<file path="src/hs_timer_pkg.sv">
// shared constants, register map and carrier types of the high speed timer core
package hs_timer_pkg;

  // ****************************************
  // widths and fixed values
  // ****************************************
  localparam int          CNT_W        = 10;
  localparam int          DATA_W       = 8;
  localparam int          ADDR_W       = 4;
  localparam int          HI_W         = CNT_W - DATA_W;
  localparam int          PRESC_W      = 14;
  localparam int          CS_W         = 4;
  localparam int          NFLAG        = 5;
  localparam logic [9:0]  CNT_ZERO     = 10'h000;
  localparam logic [9:0]  CNT_MAX      = 10'h3ff;
  localparam logic [9:0]  TOP_RST      = 10'h0ff;
  localparam logic [9:0]  CNT_ONE      = 10'h001;
  localparam logic [3:0]  CS_STOP      = 4'h0;

  // ****************************************
  // register offsets on the cpu bus
  // ****************************************
  localparam logic [3:0]  OFS_CTRL_A   = 4'h0;
  localparam logic [3:0]  OFS_CTRL_B   = 4'h1;
  localparam logic [3:0]  OFS_CTRL_C   = 4'h2;
  localparam logic [3:0]  OFS_CTRL_D   = 4'h3;
  localparam logic [3:0]  OFS_COUNT    = 4'h4;
  localparam logic [3:0]  OFS_UPPER    = 4'h5;
  localparam logic [3:0]  OFS_CMP_A    = 4'h6;
  localparam logic [3:0]  OFS_CMP_B    = 4'h7;
  localparam logic [3:0]  OFS_TOP      = 4'h8;
  localparam logic [3:0]  OFS_CMP_D    = 4'h9;
  localparam logic [3:0]  OFS_FLAGS    = 4'ha;
  localparam logic [3:0]  OFS_MASKS    = 4'hb;
  localparam logic [3:0]  OFS_PLL      = 4'hc;

  // ****************************************
  // field positions
  // ****************************************
  localparam int          B_PWM_A      = 0;   // ctrl_reg_a
  localparam int          B_PWM_B      = 1;   // ctrl_reg_a
  localparam int          B_PWM_D      = 0;   // ctrl_reg_c
  localparam int          B_PSR        = 6;   // ctrl_reg_b, strobe
  localparam int          B_WGM        = 0;   // ctrl_reg_d
  localparam int          B_FLT_FLAG   = 6;   // ctrl_reg_d
  localparam int          B_FLT_MASK   = 7;   // ctrl_reg_d
  localparam int          B_OVF        = 0;   // flag and mask positions
  localparam int          B_MA         = 1;
  localparam int          B_MB         = 2;
  localparam int          B_MD         = 3;
  localparam int          B_FLT        = 4;   // irq vector only
  localparam int          B_HALF       = 7;   // pll_ctrl_status_reg
  localparam int          B_FCE        = 2;
  localparam int          B_PLLON      = 1;
  localparam int          B_LOCK       = 0;

  // ****************************************
  // carriers
  // ****************************************
  typedef struct packed {
    logic              wr;
    logic              rd;
    logic [ADDR_W-1:0] addr;
    logic [DATA_W-1:0] wdata;
  } cpu_req_t;

  typedef struct packed {
    logic [CS_W-1:0]  cs;
    logic             fce;
    logic             half;
    logic             wgm;
    logic [2:0]       pwm;     // d, b, a
    logic [CNT_W-1:0] top;
    logic [CNT_W-1:0] cmp_a;
    logic [CNT_W-1:0] cmp_b;
    logic [CNT_W-1:0] cmp_d;
  } timer_cfg_t;

endpackage

</file>
<file path="src/hs_timer_core.sv">
// counter core of the 10-bit high speed timer with its 8-bit register port
`timescale 1ns/1ps
`default_nettype none

module hs_timer_core
  import hs_timer_pkg::*;
(
  // clock and reset
  input  wire  logic              clk_i,
  input  wire  logic              rst_n_i,
  // cpu register port
  input  wire  cpu_req_t          cpu_req_i,
  output logic [DATA_W-1:0]       cpu_rdata_o,
  // fast peripheral clock tick and pll
  input  wire  logic              fast_tick_i,
  input  wire  logic              pll_locked_i,
  output logic                    pll_on_o,
  // fault and interrupt service
  input  wire  logic              fault_i,
  input  wire  logic [NFLAG-1:0]  irq_ack_i,
  output logic [NFLAG-1:0]        irq_o,
  // waveform side
  output logic                    wave_out_a_o,
  output logic                    wave_out_b_o,
  output logic                    wave_out_d_o,
  output logic                    top_o,
  output logic                    bottom_o,
  output logic                    max_o
);

  // ****************************************
  // cpu side registers
  // ****************************************
  logic [DATA_W-1:0] ctrl_reg_a_reg, ctrl_reg_a_next;
  logic [CS_W-1:0]   ctrl_reg_b_reg, ctrl_reg_b_next;
  logic [DATA_W-1:0] ctrl_reg_c_reg, ctrl_reg_c_next;
  logic [DATA_W-1:0] ctrl_reg_d_reg, ctrl_reg_d_next;
  logic [CNT_W-1:0]  cmp_a_reg, cmp_a_next;
  logic [CNT_W-1:0]  cmp_b_reg, cmp_b_next;
  logic [CNT_W-1:0]  top_reg, top_next;
  logic [CNT_W-1:0]  cmp_d_reg, cmp_d_next;
  logic [HI_W-1:0]   upper_reg, upper_next;
  logic [3:0]        mask_reg, mask_next;
  logic              half_reg, half_next;
  logic              fce_reg, fce_next;
  logic              pll_on_reg, pll_on_next;
  logic [DATA_W-1:0] rdata_reg, rdata_next;
  logic              psr_strobe;
  logic              cnt_wr;
  logic [CNT_W-1:0]  cnt_wr_val;
  logic [3:0]        flag_clr;
  logic              flt_clr;

  // ****************************************
  // timer side state
  // ****************************************
  timer_cfg_t        cfg_sync_reg, cfg_next;
  logic              cwr_sync_reg;
  logic [CNT_W-1:0]  cwv_sync_reg;
  logic              psr_sync_reg;
  logic [CNT_W-1:0]  cnt_reg, cnt_next;
  logic              down_reg, down_next;
  logic              block_reg, block_next;
  logic [3:0]        flag_reg, flag_next;
  logic              flt_reg, flt_next;
  logic [PRESC_W-1:0] presc_reg, presc_next;
  logic              half_tog_reg, half_tog_next;
  logic [CNT_W-1:0]  cnt_view_reg;
  logic [3:0]        flag_view_reg;
  logic [2:0]        wave_reg, wave_next;
  logic [NFLAG-1:0]  irq_reg, irq_next;
  logic              top_reg_o, bot_reg_o, max_reg_o;
  logic              src_tick, timer_tick;
  logic [PRESC_W-1:0] div_mask;

  // ****************************************
  // cpu register file
  // ****************************************

  // decode of reads and writes; reads answer one cycle later on cpu_rdata_o
  always_comb begin
    ctrl_reg_a_next = ctrl_reg_a_reg;
    ctrl_reg_b_next = ctrl_reg_b_reg;
    ctrl_reg_c_next = ctrl_reg_c_reg;
    ctrl_reg_d_next = ctrl_reg_d_reg;
    cmp_a_next      = cmp_a_reg;
    cmp_b_next      = cmp_b_reg;
    top_next        = top_reg;
    cmp_d_next      = cmp_d_reg;
    upper_next      = upper_reg;
    mask_next       = mask_reg;
    half_next       = half_reg;
    fce_next        = fce_reg;
    pll_on_next     = pll_on_reg;
    rdata_next      = rdata_reg;
    psr_strobe      = 1'b0;
    cnt_wr          = 1'b0;
    cnt_wr_val      = {upper_reg, cpu_req_i.wdata};
    flag_clr        = 4'h0;
    flt_clr         = 1'b0;
    if (cpu_req_i.wr) begin
      case (cpu_req_i.addr)
        OFS_CTRL_A: ctrl_reg_a_next = cpu_req_i.wdata;
        OFS_CTRL_B: begin
          ctrl_reg_b_next = cpu_req_i.wdata[CS_W-1:0];
          psr_strobe      = cpu_req_i.wdata[B_PSR];
        end
        OFS_CTRL_C: ctrl_reg_c_next = cpu_req_i.wdata;
        OFS_CTRL_D: begin
          // fault flag is not stored here; a one written to it clears it
          ctrl_reg_d_next             = cpu_req_i.wdata;
          ctrl_reg_d_next[B_FLT_FLAG] = 1'b0;
          flt_clr                     = cpu_req_i.wdata[B_FLT_FLAG];
        end
        OFS_COUNT:  cnt_wr = 1'b1;
        OFS_UPPER:  upper_next = cpu_req_i.wdata[HI_W-1:0];
        OFS_CMP_A:  cmp_a_next = {upper_reg, cpu_req_i.wdata};
        OFS_CMP_B:  cmp_b_next = {upper_reg, cpu_req_i.wdata};
        OFS_TOP:    top_next   = {upper_reg, cpu_req_i.wdata};
        OFS_CMP_D:  cmp_d_next = {upper_reg, cpu_req_i.wdata};
        OFS_FLAGS:  flag_clr   = cpu_req_i.wdata[3:0];
        OFS_MASKS:  mask_next  = cpu_req_i.wdata[3:0];
        OFS_PLL: begin
          half_next   = cpu_req_i.wdata[B_HALF];
          pll_on_next = cpu_req_i.wdata[B_PLLON];
          // fast clock can only be switched on while the pll is on or in the write that turns it on
          fce_next    = cpu_req_i.wdata[B_FCE] & (pll_on_reg | cpu_req_i.wdata[B_PLLON]);
        end
        default: ;
      endcase
    end else if (cpu_req_i.rd) begin
      rdata_next = '0;
      case (cpu_req_i.addr)
        OFS_CTRL_A: rdata_next = ctrl_reg_a_reg;
        OFS_CTRL_B: rdata_next = {4'h0, ctrl_reg_b_reg};  // prescaler reset reads zero
        OFS_CTRL_C: rdata_next = ctrl_reg_c_reg;
        OFS_CTRL_D: begin
          rdata_next             = ctrl_reg_d_reg;
          rdata_next[B_FLT_FLAG] = flt_reg;
        end
        OFS_COUNT: begin
          rdata_next = cnt_view_reg[DATA_W-1:0];
          upper_next = cnt_view_reg[CNT_W-1:DATA_W];
        end
        OFS_UPPER:  rdata_next = {6'h00, upper_reg};
        OFS_CMP_A: begin
          rdata_next = cmp_a_reg[DATA_W-1:0];
          upper_next = cmp_a_reg[CNT_W-1:DATA_W];
        end
        OFS_CMP_B: begin
          rdata_next = cmp_b_reg[DATA_W-1:0];
          upper_next = cmp_b_reg[CNT_W-1:DATA_W];
        end
        OFS_TOP: begin
          rdata_next = top_reg[DATA_W-1:0];
          upper_next = top_reg[CNT_W-1:DATA_W];
        end
        OFS_CMP_D: begin
          rdata_next = cmp_d_reg[DATA_W-1:0];
          upper_next = cmp_d_reg[CNT_W-1:DATA_W];
        end
        OFS_FLAGS:  rdata_next = {4'h0, flag_view_reg};
        OFS_MASKS:  rdata_next = {4'h0, mask_reg};
        OFS_PLL: begin
          rdata_next[B_HALF]  = half_reg;
          rdata_next[B_FCE]   = fce_reg;
          rdata_next[B_PLLON] = pll_on_reg;
          rdata_next[B_LOCK]  = pll_locked_i;
        end
        default: rdata_next = '0;
      endcase
    end
  end

  // cpu registers; top limit starts at the 8-bit maximum
  always_ff @(posedge clk_i or negedge rst_n_i) begin
    if (!rst_n_i) begin
      ctrl_reg_a_reg <= '0;
      ctrl_reg_b_reg <= CS_STOP;
      ctrl_reg_c_reg <= '0;
      ctrl_reg_d_reg <= '0;
      cmp_a_reg      <= CNT_ZERO;
      cmp_b_reg      <= CNT_ZERO;
      top_reg        <= TOP_RST;
      cmp_d_reg      <= CNT_ZERO;
      upper_reg      <= '0;
      mask_reg       <= '0;
      half_reg       <= 1'b0;
      fce_reg        <= 1'b0;
      pll_on_reg     <= 1'b0;
      rdata_reg      <= '0;
    end else begin
      ctrl_reg_a_reg <= ctrl_reg_a_next;
      ctrl_reg_b_reg <= ctrl_reg_b_next;
      ctrl_reg_c_reg <= ctrl_reg_c_next;
      ctrl_reg_d_reg <= ctrl_reg_d_next;
      cmp_a_reg      <= cmp_a_next;
      cmp_b_reg      <= cmp_b_next;
      top_reg        <= top_next;
      cmp_d_reg      <= cmp_d_next;
      upper_reg      <= upper_next;
      mask_reg       <= mask_next;
      half_reg       <= half_next;
      fce_reg        <= fce_next;
      pll_on_reg     <= pll_on_next;
      rdata_reg      <= rdata_next;
    end
  end

  // ****************************************
  // input sync stage toward the counter
  // ****************************************

  // settings reach the counter one cycle after the cpu writes them
  always_comb begin
    cfg_next.cs    = ctrl_reg_b_reg;
    cfg_next.fce   = fce_reg;
    cfg_next.half  = half_reg;
    cfg_next.wgm   = ctrl_reg_d_reg[B_WGM];
    cfg_next.pwm   = {ctrl_reg_c_reg[B_PWM_D], ctrl_reg_a_reg[B_PWM_B], ctrl_reg_a_reg[B_PWM_A]};
    cfg_next.top   = top_reg;
    cfg_next.cmp_a = cmp_a_reg;
    cfg_next.cmp_b = cmp_b_reg;
    cfg_next.cmp_d = cmp_d_reg;
  end

  // sync stage registers
  always_ff @(posedge clk_i or negedge rst_n_i) begin
    if (!rst_n_i) begin
      cfg_sync_reg <= '{cs: CS_STOP, top: TOP_RST, default: '0};
      cwr_sync_reg <= 1'b0;
      cwv_sync_reg <= CNT_ZERO;
      psr_sync_reg <= 1'b0;
    end else begin
      cfg_sync_reg <= cfg_next;
      cwr_sync_reg <= cnt_wr;
      cwv_sync_reg <= cnt_wr_val;
      psr_sync_reg <= psr_strobe;
    end
  end

  // ****************************************
  // prescaler and counter
  // ****************************************

  // tick source, prescaler and count sequence
  always_comb begin
    // fast ticks arrive as one-cycle pulses; half speed passes every second one
    src_tick      = cfg_sync_reg.fce ? (fast_tick_i & (~cfg_sync_reg.half | half_tog_reg))
                                     : 1'b1;
    half_tog_next = (cfg_sync_reg.fce & fast_tick_i) ? ~half_tog_reg : half_tog_reg;
    div_mask      = (cfg_sync_reg.cs == CS_STOP) ? '0
                  : PRESC_W'((15'h0001 << (cfg_sync_reg.cs - CS_W'(1))) - 15'h0001);
    timer_tick    = (cfg_sync_reg.cs != CS_STOP) & src_tick
                  & ((presc_reg & div_mask) == div_mask);
    presc_next    = psr_sync_reg ? '0 : (src_tick ? presc_reg + PRESC_W'(1) : presc_reg);
    cnt_next      = cnt_reg;
    down_next     = down_reg;
    block_next    = block_reg;
    flag_next     = flag_reg & ~flag_clr & ~irq_ack_i[3:0];
    flt_next      = flt_reg & ~flt_clr & ~irq_ack_i[B_FLT];
    if (cwr_sync_reg) begin
      // a cpu write wins and masks the match on the next tick
      cnt_next   = cwv_sync_reg;
      block_next = 1'b1;
    end else if (timer_tick) begin
      block_next = 1'b0;
      if (cfg_sync_reg.wgm && (cfg_sync_reg.pwm != 3'h0)) begin
        // up to top and back down, overflow at bottom
        if (!down_reg && cnt_reg == cfg_sync_reg.top) begin
          down_next = 1'b1;
          cnt_next  = cnt_reg - CNT_ONE;
        end else if (down_reg && cnt_reg == CNT_ZERO) begin
          down_next         = 1'b0;
          cnt_next          = CNT_ONE;
          flag_next[B_OVF]  = 1'b1;
        end else begin
          cnt_next = down_reg ? cnt_reg - CNT_ONE : cnt_reg + CNT_ONE;
        end
      end else begin
        down_next = 1'b0;
        if (cnt_reg == cfg_sync_reg.top) begin
          cnt_next         = CNT_ZERO;
          flag_next[B_OVF] = 1'b1;
        end else begin
          cnt_next = cnt_reg + CNT_ONE;
        end
      end
    end
    if (timer_tick && !block_reg && !cwr_sync_reg) begin
      if (cnt_reg == cfg_sync_reg.cmp_a) flag_next[B_MA] = 1'b1;
      if (cnt_reg == cfg_sync_reg.cmp_b) flag_next[B_MB] = 1'b1;
      if (cnt_reg == cfg_sync_reg.cmp_d) flag_next[B_MD] = 1'b1;
    end
    if (fault_i) flt_next = 1'b1;  // set wins over clear
  end

  // counter state; counter cleared at reset
  always_ff @(posedge clk_i or negedge rst_n_i) begin
    if (!rst_n_i) begin
      cnt_reg      <= CNT_ZERO;
      down_reg     <= 1'b0;
      block_reg    <= 1'b0;
      flag_reg     <= '0;
      flt_reg      <= 1'b0;
      presc_reg    <= '0;
      half_tog_reg <= 1'b0;
    end else begin
      cnt_reg      <= cnt_next;
      down_reg     <= down_next;
      block_reg    <= block_next;
      flag_reg     <= flag_next;
      flt_reg      <= flt_next;
      presc_reg    <= presc_next;
      half_tog_reg <= half_tog_next;
    end
  end

  // ****************************************
  // output stage and readback views
  // ****************************************

  // pwm channels follow count below compare, others toggle on match
  always_comb begin
    wave_next = wave_reg;
    if (timer_tick && !block_reg && !cwr_sync_reg) begin
      wave_next[0] = cfg_sync_reg.pwm[0] ? (cnt_reg < cfg_sync_reg.cmp_a)
                   : wave_reg[0] ^ (cnt_reg == cfg_sync_reg.cmp_a);
      wave_next[1] = cfg_sync_reg.pwm[1] ? (cnt_reg < cfg_sync_reg.cmp_b)
                   : wave_reg[1] ^ (cnt_reg == cfg_sync_reg.cmp_b);
      wave_next[2] = cfg_sync_reg.pwm[2] ? (cnt_reg < cfg_sync_reg.cmp_d)
                   : wave_reg[2] ^ (cnt_reg == cfg_sync_reg.cmp_d);
    end
    irq_next         = '0;
    irq_next[3:0]    = flag_reg & mask_reg;
    irq_next[B_FLT]  = flt_reg & ctrl_reg_d_reg[B_FLT_MASK];
  end

  // registered outputs and delayed readback copies
  always_ff @(posedge clk_i or negedge rst_n_i) begin
    if (!rst_n_i) begin
      wave_reg      <= '0;
      irq_reg       <= '0;
      top_reg_o     <= 1'b0;
      bot_reg_o     <= 1'b0;
      max_reg_o     <= 1'b0;
      cnt_view_reg  <= CNT_ZERO;
      flag_view_reg <= '0;
    end else begin
      wave_reg      <= wave_next;
      irq_reg       <= irq_next;
      top_reg_o     <= (cnt_reg == cfg_sync_reg.top);
      bot_reg_o     <= (cnt_reg == CNT_ZERO);
      max_reg_o     <= (cnt_reg == CNT_MAX);
      cnt_view_reg  <= cnt_reg;
      flag_view_reg <= flag_reg;
    end
  end

  // port drive
  assign cpu_rdata_o  = rdata_reg;
  assign pll_on_o     = pll_on_reg;
  assign irq_o        = irq_reg;
  assign wave_out_a_o = wave_reg[0];
  assign wave_out_b_o = wave_reg[1];
  assign wave_out_d_o = wave_reg[2];
  assign top_o        = top_reg_o;
  assign bottom_o     = bot_reg_o;
  assign max_o        = max_reg_o;

endmodule

`default_nettype wire

</file>
<file path="config.mk">
export PLATFORM = sky130hd
export DESIGN_NAME = hs_timer_core
export DESIGN_NICKNAME = d
export VERILOG_FILES = /design/src/hs_timer_pkg.sv /design/src/hs_timer_core.sv
export SDC_FILE = /design/constraint.sdc
export NUM_CORES = 1
export LEC_CHECK = 0
export BUFFER_PORTS_ARGS = -buffer_cell sky130_fd_sc_hd__buf_2
export CORE_AREA = 2 2 170 172
export DETAILED_ROUTE_END_ITERATION = 6
export DIE_AREA = 0 0 172 174
export PLACE_DENSITY = 0.59
export SLEW_MARGIN = 20
export SYNTH_ARGS = -nofsm -noshare
export SYNTH_HDL_FRONTEND = slang
export SYNTH_SLANG_ARGS = --single-unit
</file>
<file path="constraint.sdc">
create_clock -name clk_i -period 3.9 [get_ports clk_i]
set_input_delay 0.195 -clock clk_i [delete_from_list [all_inputs] [get_ports clk_i]]
set_output_delay 0.195 -clock clk_i [all_outputs]
set_load 0.02 [all_outputs]
</file>
==> metrics.cfg, run 1 <==
[outcome]
status = complete, no violations

[synth]
async_reset_ff_frac = 1.000
yosysSeqAreaShare = 0.5226
ys_top_cells_by_area = dfrtp_1, mux2_2, ha_1, dfstp_2, nor2_1
yosys.area.top_type = dfrtp_1
synth.top_cells.by_count = dfrtp_1, mux2_2, nor2_1, nand2_1, inv_1
yosys_warnings = 0
ys_ff_latch = 203
synth_nets = 931
yosysMostFrequentCell = dfrtp_1
avgSynthCellArea_um2 = 11.18
synth.top_cell.area_share = 0.4795
synthesis.area_mm2 = 0.009758
yosysUniqueCellTypes = 76
synth_edf_count = 0
syn_inst = 873
synth_top_flop_cell = dfrtp_1

[timing]
post-route-period-util = 0.8426
hold_violations = 0
rsz0062_at_grt = no
worst_pin_slew_ns = 0.8901
clock_skew_ns = 0.008596
min_period_ns = 3.286
setup_slack_ns = 0.6139
setup-tns-final_ns = 0
finalSetupViolations = 0
max_slew_margin = 0.4066
timing.final.max_slew_violations = 0
fmax_mhz = 304.3

[clock_network]
cts_tree = done
clock_sinks = 203
cts_root_buffer = clkbuf_16
cts_resized = 0
clk_latency_ns = 0.52
clockBufferDepth = 3
h-tree-depth = 1
cts.clk_slew.worst_paths_ns = 0.06
cts_inserted_buffers = 24

[final_layout]
num-nets-final = 994
area_growth_pct = 17.02
drive_above_1_share = 0.2379
largest_reg_flops = 50
antennaDiodeCount = 0

[drt]
drt-total-wl_um = 27260
firstDrtPassIters = 7
drtIter0Drc = 602
num_vias = 7173
via_per_inst = 5.361
ant_nets = 0
remaining_drc_errors = 0
wl_per_cell_um = 20.37

[critical_path]
crit_chain = or2_2 -> or3_1 -> ha_1 -> or3b_2 -> a21oi_1 -> a2111oi_2 -> nand4_1 -> or4_4 -> buf_4 -> o211a_1 -> a221o_1
cp_max_fo = 18
cp-start-kind = register
crit_path_top_delay_cell = or4_4
cp.required_ns = 4.29
worst_setup_path_end_kind = register
max_stage_delay_ns = 0.48
critPathKind = reg -> reg
cp.arrival_ns = 3.68

[floorplan]
coreArea_mm2 = 0.02824
die_h_um = 174
initial_core_util = 0.3456
io_pins = 44
fp-row-count = 62
die_area_mm2 = 0.02993
die_w_um = 172

[pwr]
ir_drop_mv = 0.2769
p_per_area_mw_per_mm2 = 645.3
p_leak_uw = 0.004990

[min_path]
hold_class = in -> reg

[job]
drv_cap = 0

[placement]
place_hpwl_um = 18760
routabilityCongestion = 0.8608
portBuffers = 43
dp_worst_setup_slack_ns = 0.6011

[grt]
grt_pass1_wl_um = 42460
antenna_found_initial = 1
grt_overflow = 0
grt_max_degree = 105
grt_pass1_vias = 7024
grt.total_usage = 0.1856

==> what timing repair did <==
action,CTS,global route
endpoints found under the hold margin,103,0
hold buffers,14,0
setup buffers,0,0
==> area by class of cell <==
| class | instances | area, um^2 |
|---|---|---|
| timing repair buffer | 80 | 549.3 |
| clock inverter | 10 | 105.1 |
| tap | 384 | 480.5 |
| multi-input combinational | 579 | 4294 |
| inverter | 48 | 180.2 |
| sequential | 203 | 5100 |
| clock buffer | 34 | 709.4 |
| fill | 2775 | 16820 |
==> path summary, 6_finish.rpt <==
| kind | start | slack, ns | cells past startpoint | to |
|---|---|---|---|---|
| setup / recovery | cfg_sync_reg[49] | 0.61 | 11 | cnt_reg[5] |
| hold / removal | cpu_req_i[0] | 0.007 | 1 | cwv_sync_reg[0] |
| setup reg to reg | cfg_sync_reg[49] | 0.61 | 11 | cnt_reg[5] |
| hold reg to reg | top_reg[1] | 0.38 | 0 | cfg_sync_reg[31] |
| max in group asynchronous | rst_n_i | 2.63 | 3 | ctrl_reg_d_reg[7] |
| min in group asynchronous | rst_n_i | 0.31 | 2 | top_o |
==> power breakdown <==
group	internal, uW	switching [uW]	leakage (uW)	total, uW
clock network	1400	887	0.000401	2280
logic	875	995	0.00211	1870
registers	2640	572	0.00248	3220
==> through the flow <==
stage / cells / util / power, uW / hold slack, ns / cell area (um^2)
floorplan: 873 / - / 4405 / -0.1006 / 9758
global placement: 1280 / 0.3704 / 5053 / 0.3546 / 10460
detailed placement: 1280 / 0.3704 / 5077 / 0.3592 / 10460
CTS: 1338 / 0.4042 / 7397 / 0.006509 / 11410
global route: 1338 / 0.4044 / 7805 / 0.002817 / 11420
finish: 1338 / 0.4044 / 7368 / 0.006879 / 11420
==> layout by cell type, fill, tap and decap left out, types with 4 or more instances in the layout <==
cell,synthesis,routed
dfrtp_1,187,187
mux2_2,83,83
nor2_1,61,61
nand2_1,52,52
inv_1,48,48
buf_2,7,42
o21ai_0,35,35
ha_1,34,34
a21oi_1,30,30
nand3_1,28,28
clkbuf_16,0,25
buf_4,3,22
nand2b_1,18,18
xnor2_1,17,17
dfstp_2,16,16
nand4_1,15,15
dlygate4sd3_1,0,14
nor2b_1,12,12
or3_1,11,11
xor2_1,11,11
mux2i_1,11,11
o22ai_1,10,10
a22oi_1,10,10
nor3_1,9,9
a211oi_1,8,8
and3_1,8,8
a31oi_1,8,8
and2_1,7,7
a211o_1,6,6
a2111oi_0,6,6
a21o_1,6,6
clkbuf_8,0,6
clkinv_2,0,6
nand3b_1,5,5
a32oi_1,5,5
nor4_1,4,4
clkbuf_1,26,4
==> per-layer routing <==
layer | routed length, um | vias up | track usage
met5 | 13 | - | 0
met3 | 1574 | 45 | 0.03188
li1 | - | 3287 | -
met1 | 12750 | 3596 | 0.2747
met4 | 492 | 2 | 0.04272
met2 | 12430 | 243 | 0.2838
==> cells by family (layout without fill, tap and decap cells) <==
logic type               after synthesis  after routing  share of synthesized area
XOR/XNOR                              28             28                    0.02513
flip-flops                           203            203                     0.5226
adder cells (fa/ha/maj)               34             34                    0.04360
buffers and inverters                 91            172                    0.03782
AND/OR/NAND/NOR                      250            250                     0.1334
multiplexers                          96             96                     0.1117
AO/OA/AOI/OAI                        171            171                     0.1258
==> worst max-delay path, delay by kind of cell (launching register included) <==
| family | cells | cell delay (ns) |
|---|---|---|
| compound gates | 4 | 0.93 |
| fa+ha+maj | 1 | 0.19 |
| buf+inv | 1 | 0.23 |
| flops | 1 | 0.37 |
| simple gates | 5 | 1.43 |
Power figures use the tool's default switching activity.
==> run 2: changes to the inputs <==
--- a/config.mk
+++ b/config.mk
@@ -9,7 +9,7 @@
 export CORE_AREA = 2 2 170 172
 export DETAILED_ROUTE_END_ITERATION = 6
 export DIE_AREA = 0 0 172 174
-export PLACE_DENSITY = 0.59
+export PLACE_DENSITY = 0.61
 export SLEW_MARGIN = 20
 export SYNTH_ARGS = -nofsm -noshare
 export SYNTH_HDL_FRONTEND = slang
==> constraint.sdc (replaced) <==
create_clock -name clk_i -period 2.9 [get_ports clk_i]
set_input_delay 0.145 -clock clk_i [delete_from_list [all_inputs] [get_ports clk_i]]
set_output_delay 0.145 -clock clk_i [all_outputs]
set_load 0.02 [all_outputs]
==> metrics.cfg, run 2 (same netlist as run 1, synthesis figures left out) <==
[timing]
setup_slack_ns = -0.2104
fmax_mhz = 321.5
hold_violations = 0
rsz0062_at_grt = yes
timing.final.max_slew_violations = 0
clock_skew_ns = 0.009759
min_period_ns = 3.110
max_slew_margin = 0.4241
finalSetupViolations = 14
hold_slack_ns = 0.08873
post-route-period-util = 1.073
worst_pin_slew_ns = 0.8421

[min_path]
hold_class = in -> reg
holdPathEnd = cwr_sync_reg
hold_start = cpu_req_i[13]
hold_path_depth = 2

[drt]
num_vias = 7300
firstDrtPassIters = 5
remaining_drc_errors = 0
drtIter0Drc = 502
ant_nets = 0
wl_per_cell_um = 20.08
via_per_inst = 5.336
drt-total-wl_um = 27470

[clock_network]
cts_root_buffer = clkbuf_16
cts_tree = done
clock_sinks = 203
cts_inserted_buffers = 23
clk_latency_ns = 0.52
h-tree-depth = 1
clockBufferDepth = 3
cts.clk_slew.worst_paths_ns = 0.06

[floorplan]
initial_core_util = 0.3456
coreArea_mm2 = 0.02824
die_w_um = 172
die_h_um = 174
io_pins = 44
die_area_mm2 = 0.02993
fp-row-count = 62

[pwr]
ir_drop_mv = 0.4124
p_leak_uw = 0.005112
p_per_area_mw_per_mm2 = 849.1

[final_layout]
largest_reg_flops = 50
area_growth_pct = 19.45
mostFrequentLayoutCells = dfrtp_1, mux2_2, nor2_1
layout_commonest_cell = dfrtp_1
antennaDiodeCount = 0
drive_above_1_share = 0.2673
final_cells = 1368
num-nets-final = 1026

[placement]
place_hpwl_um = 19400
routabilityCongestion = 0.8722
portBuffers = 43
dp_cells = 1309

[critical_path]
cp.arrival_ns = 3.55
cp-start-kind = register
crit_path_top_delay_cell = or4_4
r2r.worst_path.cells = 13
cp_max_fo = 8
cp.required_ns = 3.34
rr_startpoint = cfg_sync_reg[49]
worst_setup_path_end_kind = register
crit_top_cell = buf_4
path_buf_inv = 3
r2r_end = cnt_reg[6]
rrSetupSlack_ns = -0.21
max_stage_delay_ns = 0.48
crit_chain = or2_4 -> or3_4 -> ha_4 -> buf_4 -> buf_4 -> nand2b_1 -> o2111ai_1 -> nand2_1 -> nand4_1 -> or4_4 -> buf_4 -> or3_1 -> a2bb2oi_1
critPathKind = reg -> reg
cpLargestDelayFamily = simple AND/OR/NAND/NOR gates

[grt]
grt_max_degree = 81
grt.total_usage = 0.1858
grt_pass1_vias = 7164
grt_pass1_wl_um = 42750
grt_overflow = 0
antenna_found_initial = 0

[outcome]
violations = negative setup slack
status = finished with violations

[job]
drv_cap = 0

[run 2: cell type report]
| type | count | area [um^2] |
|---|---|---|
| fill | 2741 | 16580 |
| sequential | 203 | 5100 |
| multi-input combinational | 579 | 4350 |
| timing repair buffer | 113 | 814.5 |
| clock buffer | 25 | 583.1 |
| tap | 384 | 480.5 |
| inverter | 48 | 180.2 |
| clock inverter | 16 | 147.6 |
[run 2: worst max-delay path by stage]
stage                                 from     endpoint  slack [ns]  depth (start not counted)
after floorplan           cfg_sync_reg[49]  wave_reg[0]       -0.14                         10
final                     cfg_sync_reg[49]   cnt_reg[6]       -0.21                         13
after global routing      cfg_sync_reg[49]  wave_reg[0]       -0.38                         11
after global placement    cfg_sync_reg[49]  wave_reg[1]       -0.22                         10
after CTS                 cfg_sync_reg[49]  wave_reg[2]       -0.26                         10
after detailed placement  cfg_sync_reg[49]  wave_reg[2]       -0.26                         10
[run 2: power by group]
group / internal, uW / switching (uW)
sequential: 3560 / 579
combinational: 1340 / 1570
clock: 1640 / 1210
[run 2: routing by layer]
layer / vias up / routed length (um) / global-route usage
li1: 3343 / - / -
met1: 3636 / 12480 / 0.2683
met2: 275 / 12210 / 0.2803
met3: 46 / 1837 / 0.03256
met4: 0 / 940 / 0.06548
met5: - / 0 / 0
[run 2: timing repair]
action	4_1_cts	5_1_grt
cloned	0	0
resized for setup	3	8
setup buffers	0	2
hold buffers	16	0
setup endpoints to repair	15	19
pin swaps	1	0
endpoints found under the hold margin	87	0
[run 2: worst reg2reg max path: stages (launching register included)]
cell       delay [ns]
dfrtp_1          0.37
or2_4            0.26
or3_4            0.34
ha_4             0.18
buf_4            0.14
buf_4            0.13
nand2b_1         0.08
o2111ai_1        0.13
nand2_1          0.09
nand4_1          0.08
or4_4            0.48
buf_4            0.20
or3_1            0.39
a2bb2oi_1        0.17
[run 2: per-stage QoR]
step | TNS, ns | power [uW] | instance area (um^2) | setup WS, ns | utilization
finish | -2.024 | 9897 | 11660 | -0.2104 | 0.4128
global placement | -2.101 | 6944 | 10720 | -0.2201 | 0.3796
global route | -4.893 | 10480 | 11660 | -0.3751 | 0.4128
detailed placement | -2.698 | 7009 | 10720 | -0.2586 | 0.3796
CTS | -2.721 | 9902 | 11610 | -0.2617 | 0.4112
floorplan | -0.6683 | 5943 | 9788 | -0.1442 | -
==> run 3: changes to the inputs <==
--- a/config.mk
+++ b/config.mk
@@ -9,7 +9,7 @@
 export CORE_AREA = 2 2 170 172
 export DETAILED_ROUTE_END_ITERATION = 6
 export DIE_AREA = 0 0 172 174
-export PLACE_DENSITY = 0.61
+export PLACE_DENSITY = 0.56
 export SLEW_MARGIN = 20
 export SYNTH_ARGS = -nofsm -noshare
 export SYNTH_HDL_FRONTEND = slang
==> metrics.cfg, run 3 (same netlist as run 1, synthesis figures left out) <==
[drt]
wl_per_cell_um = 20.16
remaining_drc_errors = 0
firstDrtPassIters = 7
via_per_inst = 5.229
drtIter0Drc = 480
ant_nets = 0
num_vias = 7169
drt-total-wl_um = 27640

[floorplan]
die_w_um = 172
fp-row-count = 62
io_pins = 44
die_h_um = 174
coreArea_mm2 = 0.02824
initial_core_util = 0.3456
die_area_mm2 = 0.02993

[outcome]
status = finished with violations
violations = negative setup slack

[pwr]
pwr-share-seq = 0.417
ir_drop_mv = 0.3884
p_per_area_mw_per_mm2 = 847.9
p_leak_uw = 0.005170
netSwitchingPower_uw = 3332
pwr-share-comb = 0.289
clkPwrFrac = 0.294
p_int_uw = 6648
swShare = 0.3339

[grt]
grt_max_degree = 82
grt_pass1_wl_um = 43170
grt_pass1_vias = 7247
grt_overflow = 0
antenna_found_initial = 0
grt.total_usage = 0.1895

[critical_path]
critPathKind = reg -> reg
worst_setup_path_end_kind = register
path_buf_inv = 0
cp.required_ns = 3.30
crit_top_cell = or3_4
cp_max_fo = 6
cpLargestDelayFamily = simple AND/OR/NAND/NOR gates
cp.arrival_ns = 3.60
cp-start-kind = register
crit_chain = or2_4 -> or3_4 -> ha_4 -> or3b_2 -> a21oi_2 -> a2111oi_4 -> nand4_1 -> or4_4 -> or3_4 -> a211o_1
crit_path_top_delay_cell = or4_4
max_stage_delay_ns = 0.56

[clock_network]
cts.clk_slew.worst_paths_ns = 0.06
clk_latency_ns = 0.52
cts_tree = done
clock_sinks = 203
h-tree-depth = 1
cts_inserted_buffers = 23
clockBufferDepth = 3
cts_root_buffer = clkbuf_16

[final_layout]
layout_commonest_cell = dfrtp_1
antennaDiodeCount = 0
drive_above_1_share = 0.2736
area_growth_pct = 20.63
mostFrequentLayoutCells = dfrtp_1, mux2_2, nor2_1
largest_reg_flops = 50
num-nets-final = 1029
fin_util = 0.4169

[timing]
worst_pin_slew_ns = 0.7383
post-route-period-util = 1.104
clock_skew_ns = 0.009952
fmax_mhz = 312.3
hold_violations = 0
setup_slack_ns = -0.3025
timing.final.max_slew_violations = 0
max_slew_margin = 0.5078
finalSetupViolations = 17
rsz0062_at_grt = yes
min_period_ns = 3.202

[placement]
dp_worst_setup_slack_ns = -0.3363
portBuffers = 43
routabilityCongestion = 0.8689
place_hpwl_um = 19360

[min_path]
hold_class = in -> reg

[job]
drv_cap = 0

-- run 3: repair_timing --
action,CTS,global route
pin swaps,0,9
resized for setup,6,16
setup endpoints to repair,18,18
setup buffers,0,5
hold buffers,16,0
hold endpoints to repair,78,0
gates cloned,0,0
-- run 3: final timing paths --
path | start | end | slack, ns | depth (start not counted)
max | cfg_sync_reg[49] | wave_reg[0] | -0.30 | 10
min | cpu_req_i[9] | cpu_rdata_o[2] | 0.03 | 3
max reg2reg | cfg_sync_reg[49] | wave_reg[0] | -0.30 | 10
min reg2reg | top_reg[1] | cfg_sync_reg[31] | 0.38 | 0
max in group asynchronous | rst_n_i | top_reg[1] | 1.87 | 3
min in group asynchronous | rst_n_i | cnt_reg[4] | 0.23 | 2
-- run 3: area by class of cell --
| cell class | count | area [um^2] |
|---|---|---|
| inverters | 48 | 180.2 |
| well taps | 384 | 480.5 |
| clock buffers | 33 | 693.2 |
| fillers | 2764 | 16470 |
| flip-flops and latches | 203 | 5100 |
| repair buffers | 116 | 862.1 |
| clock inverters | 8 | 76.32 |
| multi-input cells | 579 | 4379 |
-- run 3: layer usage --
| metal | GRT usage | part of all wire | up-vias |
|---|---|---|---|
| met3 | 0.03780 | 0.065 | 48 |
| met1 | 0.2802 | 0.47 | 3573 |
| met4 | 0.06057 | 0.027 | 0 |
| met5 | 0 | 0 | - |
| li1 | - | - | 3344 |
| met2 | 0.2781 | 0.44 | 204 |
-- run 3: power groups by stage --
stage / clock [uW] / combinational (uW) / sequential, uW
CTS: 3000 / 2850 / 4160
detailed placement: 0 / 2800 / 4200
floorplan: 0 / 1950 / 4000
global route: 3130 / 3230 / 4260
finish: 2930 / 2890 / 4160
global placement: 0 / 2760 / 4190
-- run 3: metrics by stage --
stage | TNS [ns] | std cells | hold WS (ns) | total power [uW] | instance area, um^2
2_1_floorplan | -0.6683 | 873 | -0.1506 | 5943 | 9788
3_3_place_gp | -2.814 | 1309 | 0.2373 | 6954 | 10730
3_5_place_dp | -4.137 | 1309 | 0.2351 | 6997 | 10730
4_1_cts | -3.254 | 1366 | 0.006723 | 10020 | 11680
5_1_grt | -5.556 | 1371 | 0.04198 | 10610 | 11770
6_report | -4.032 | 1371 | 0.03213 | 9980 | 11770
-- run 3: worst min-delay path: cells and delay by family --
family / cells / cell delay (ns)
simple gates: 1 / 0.09
compound gates: 1 / 0.08
buf+inv: 1 / 0.18
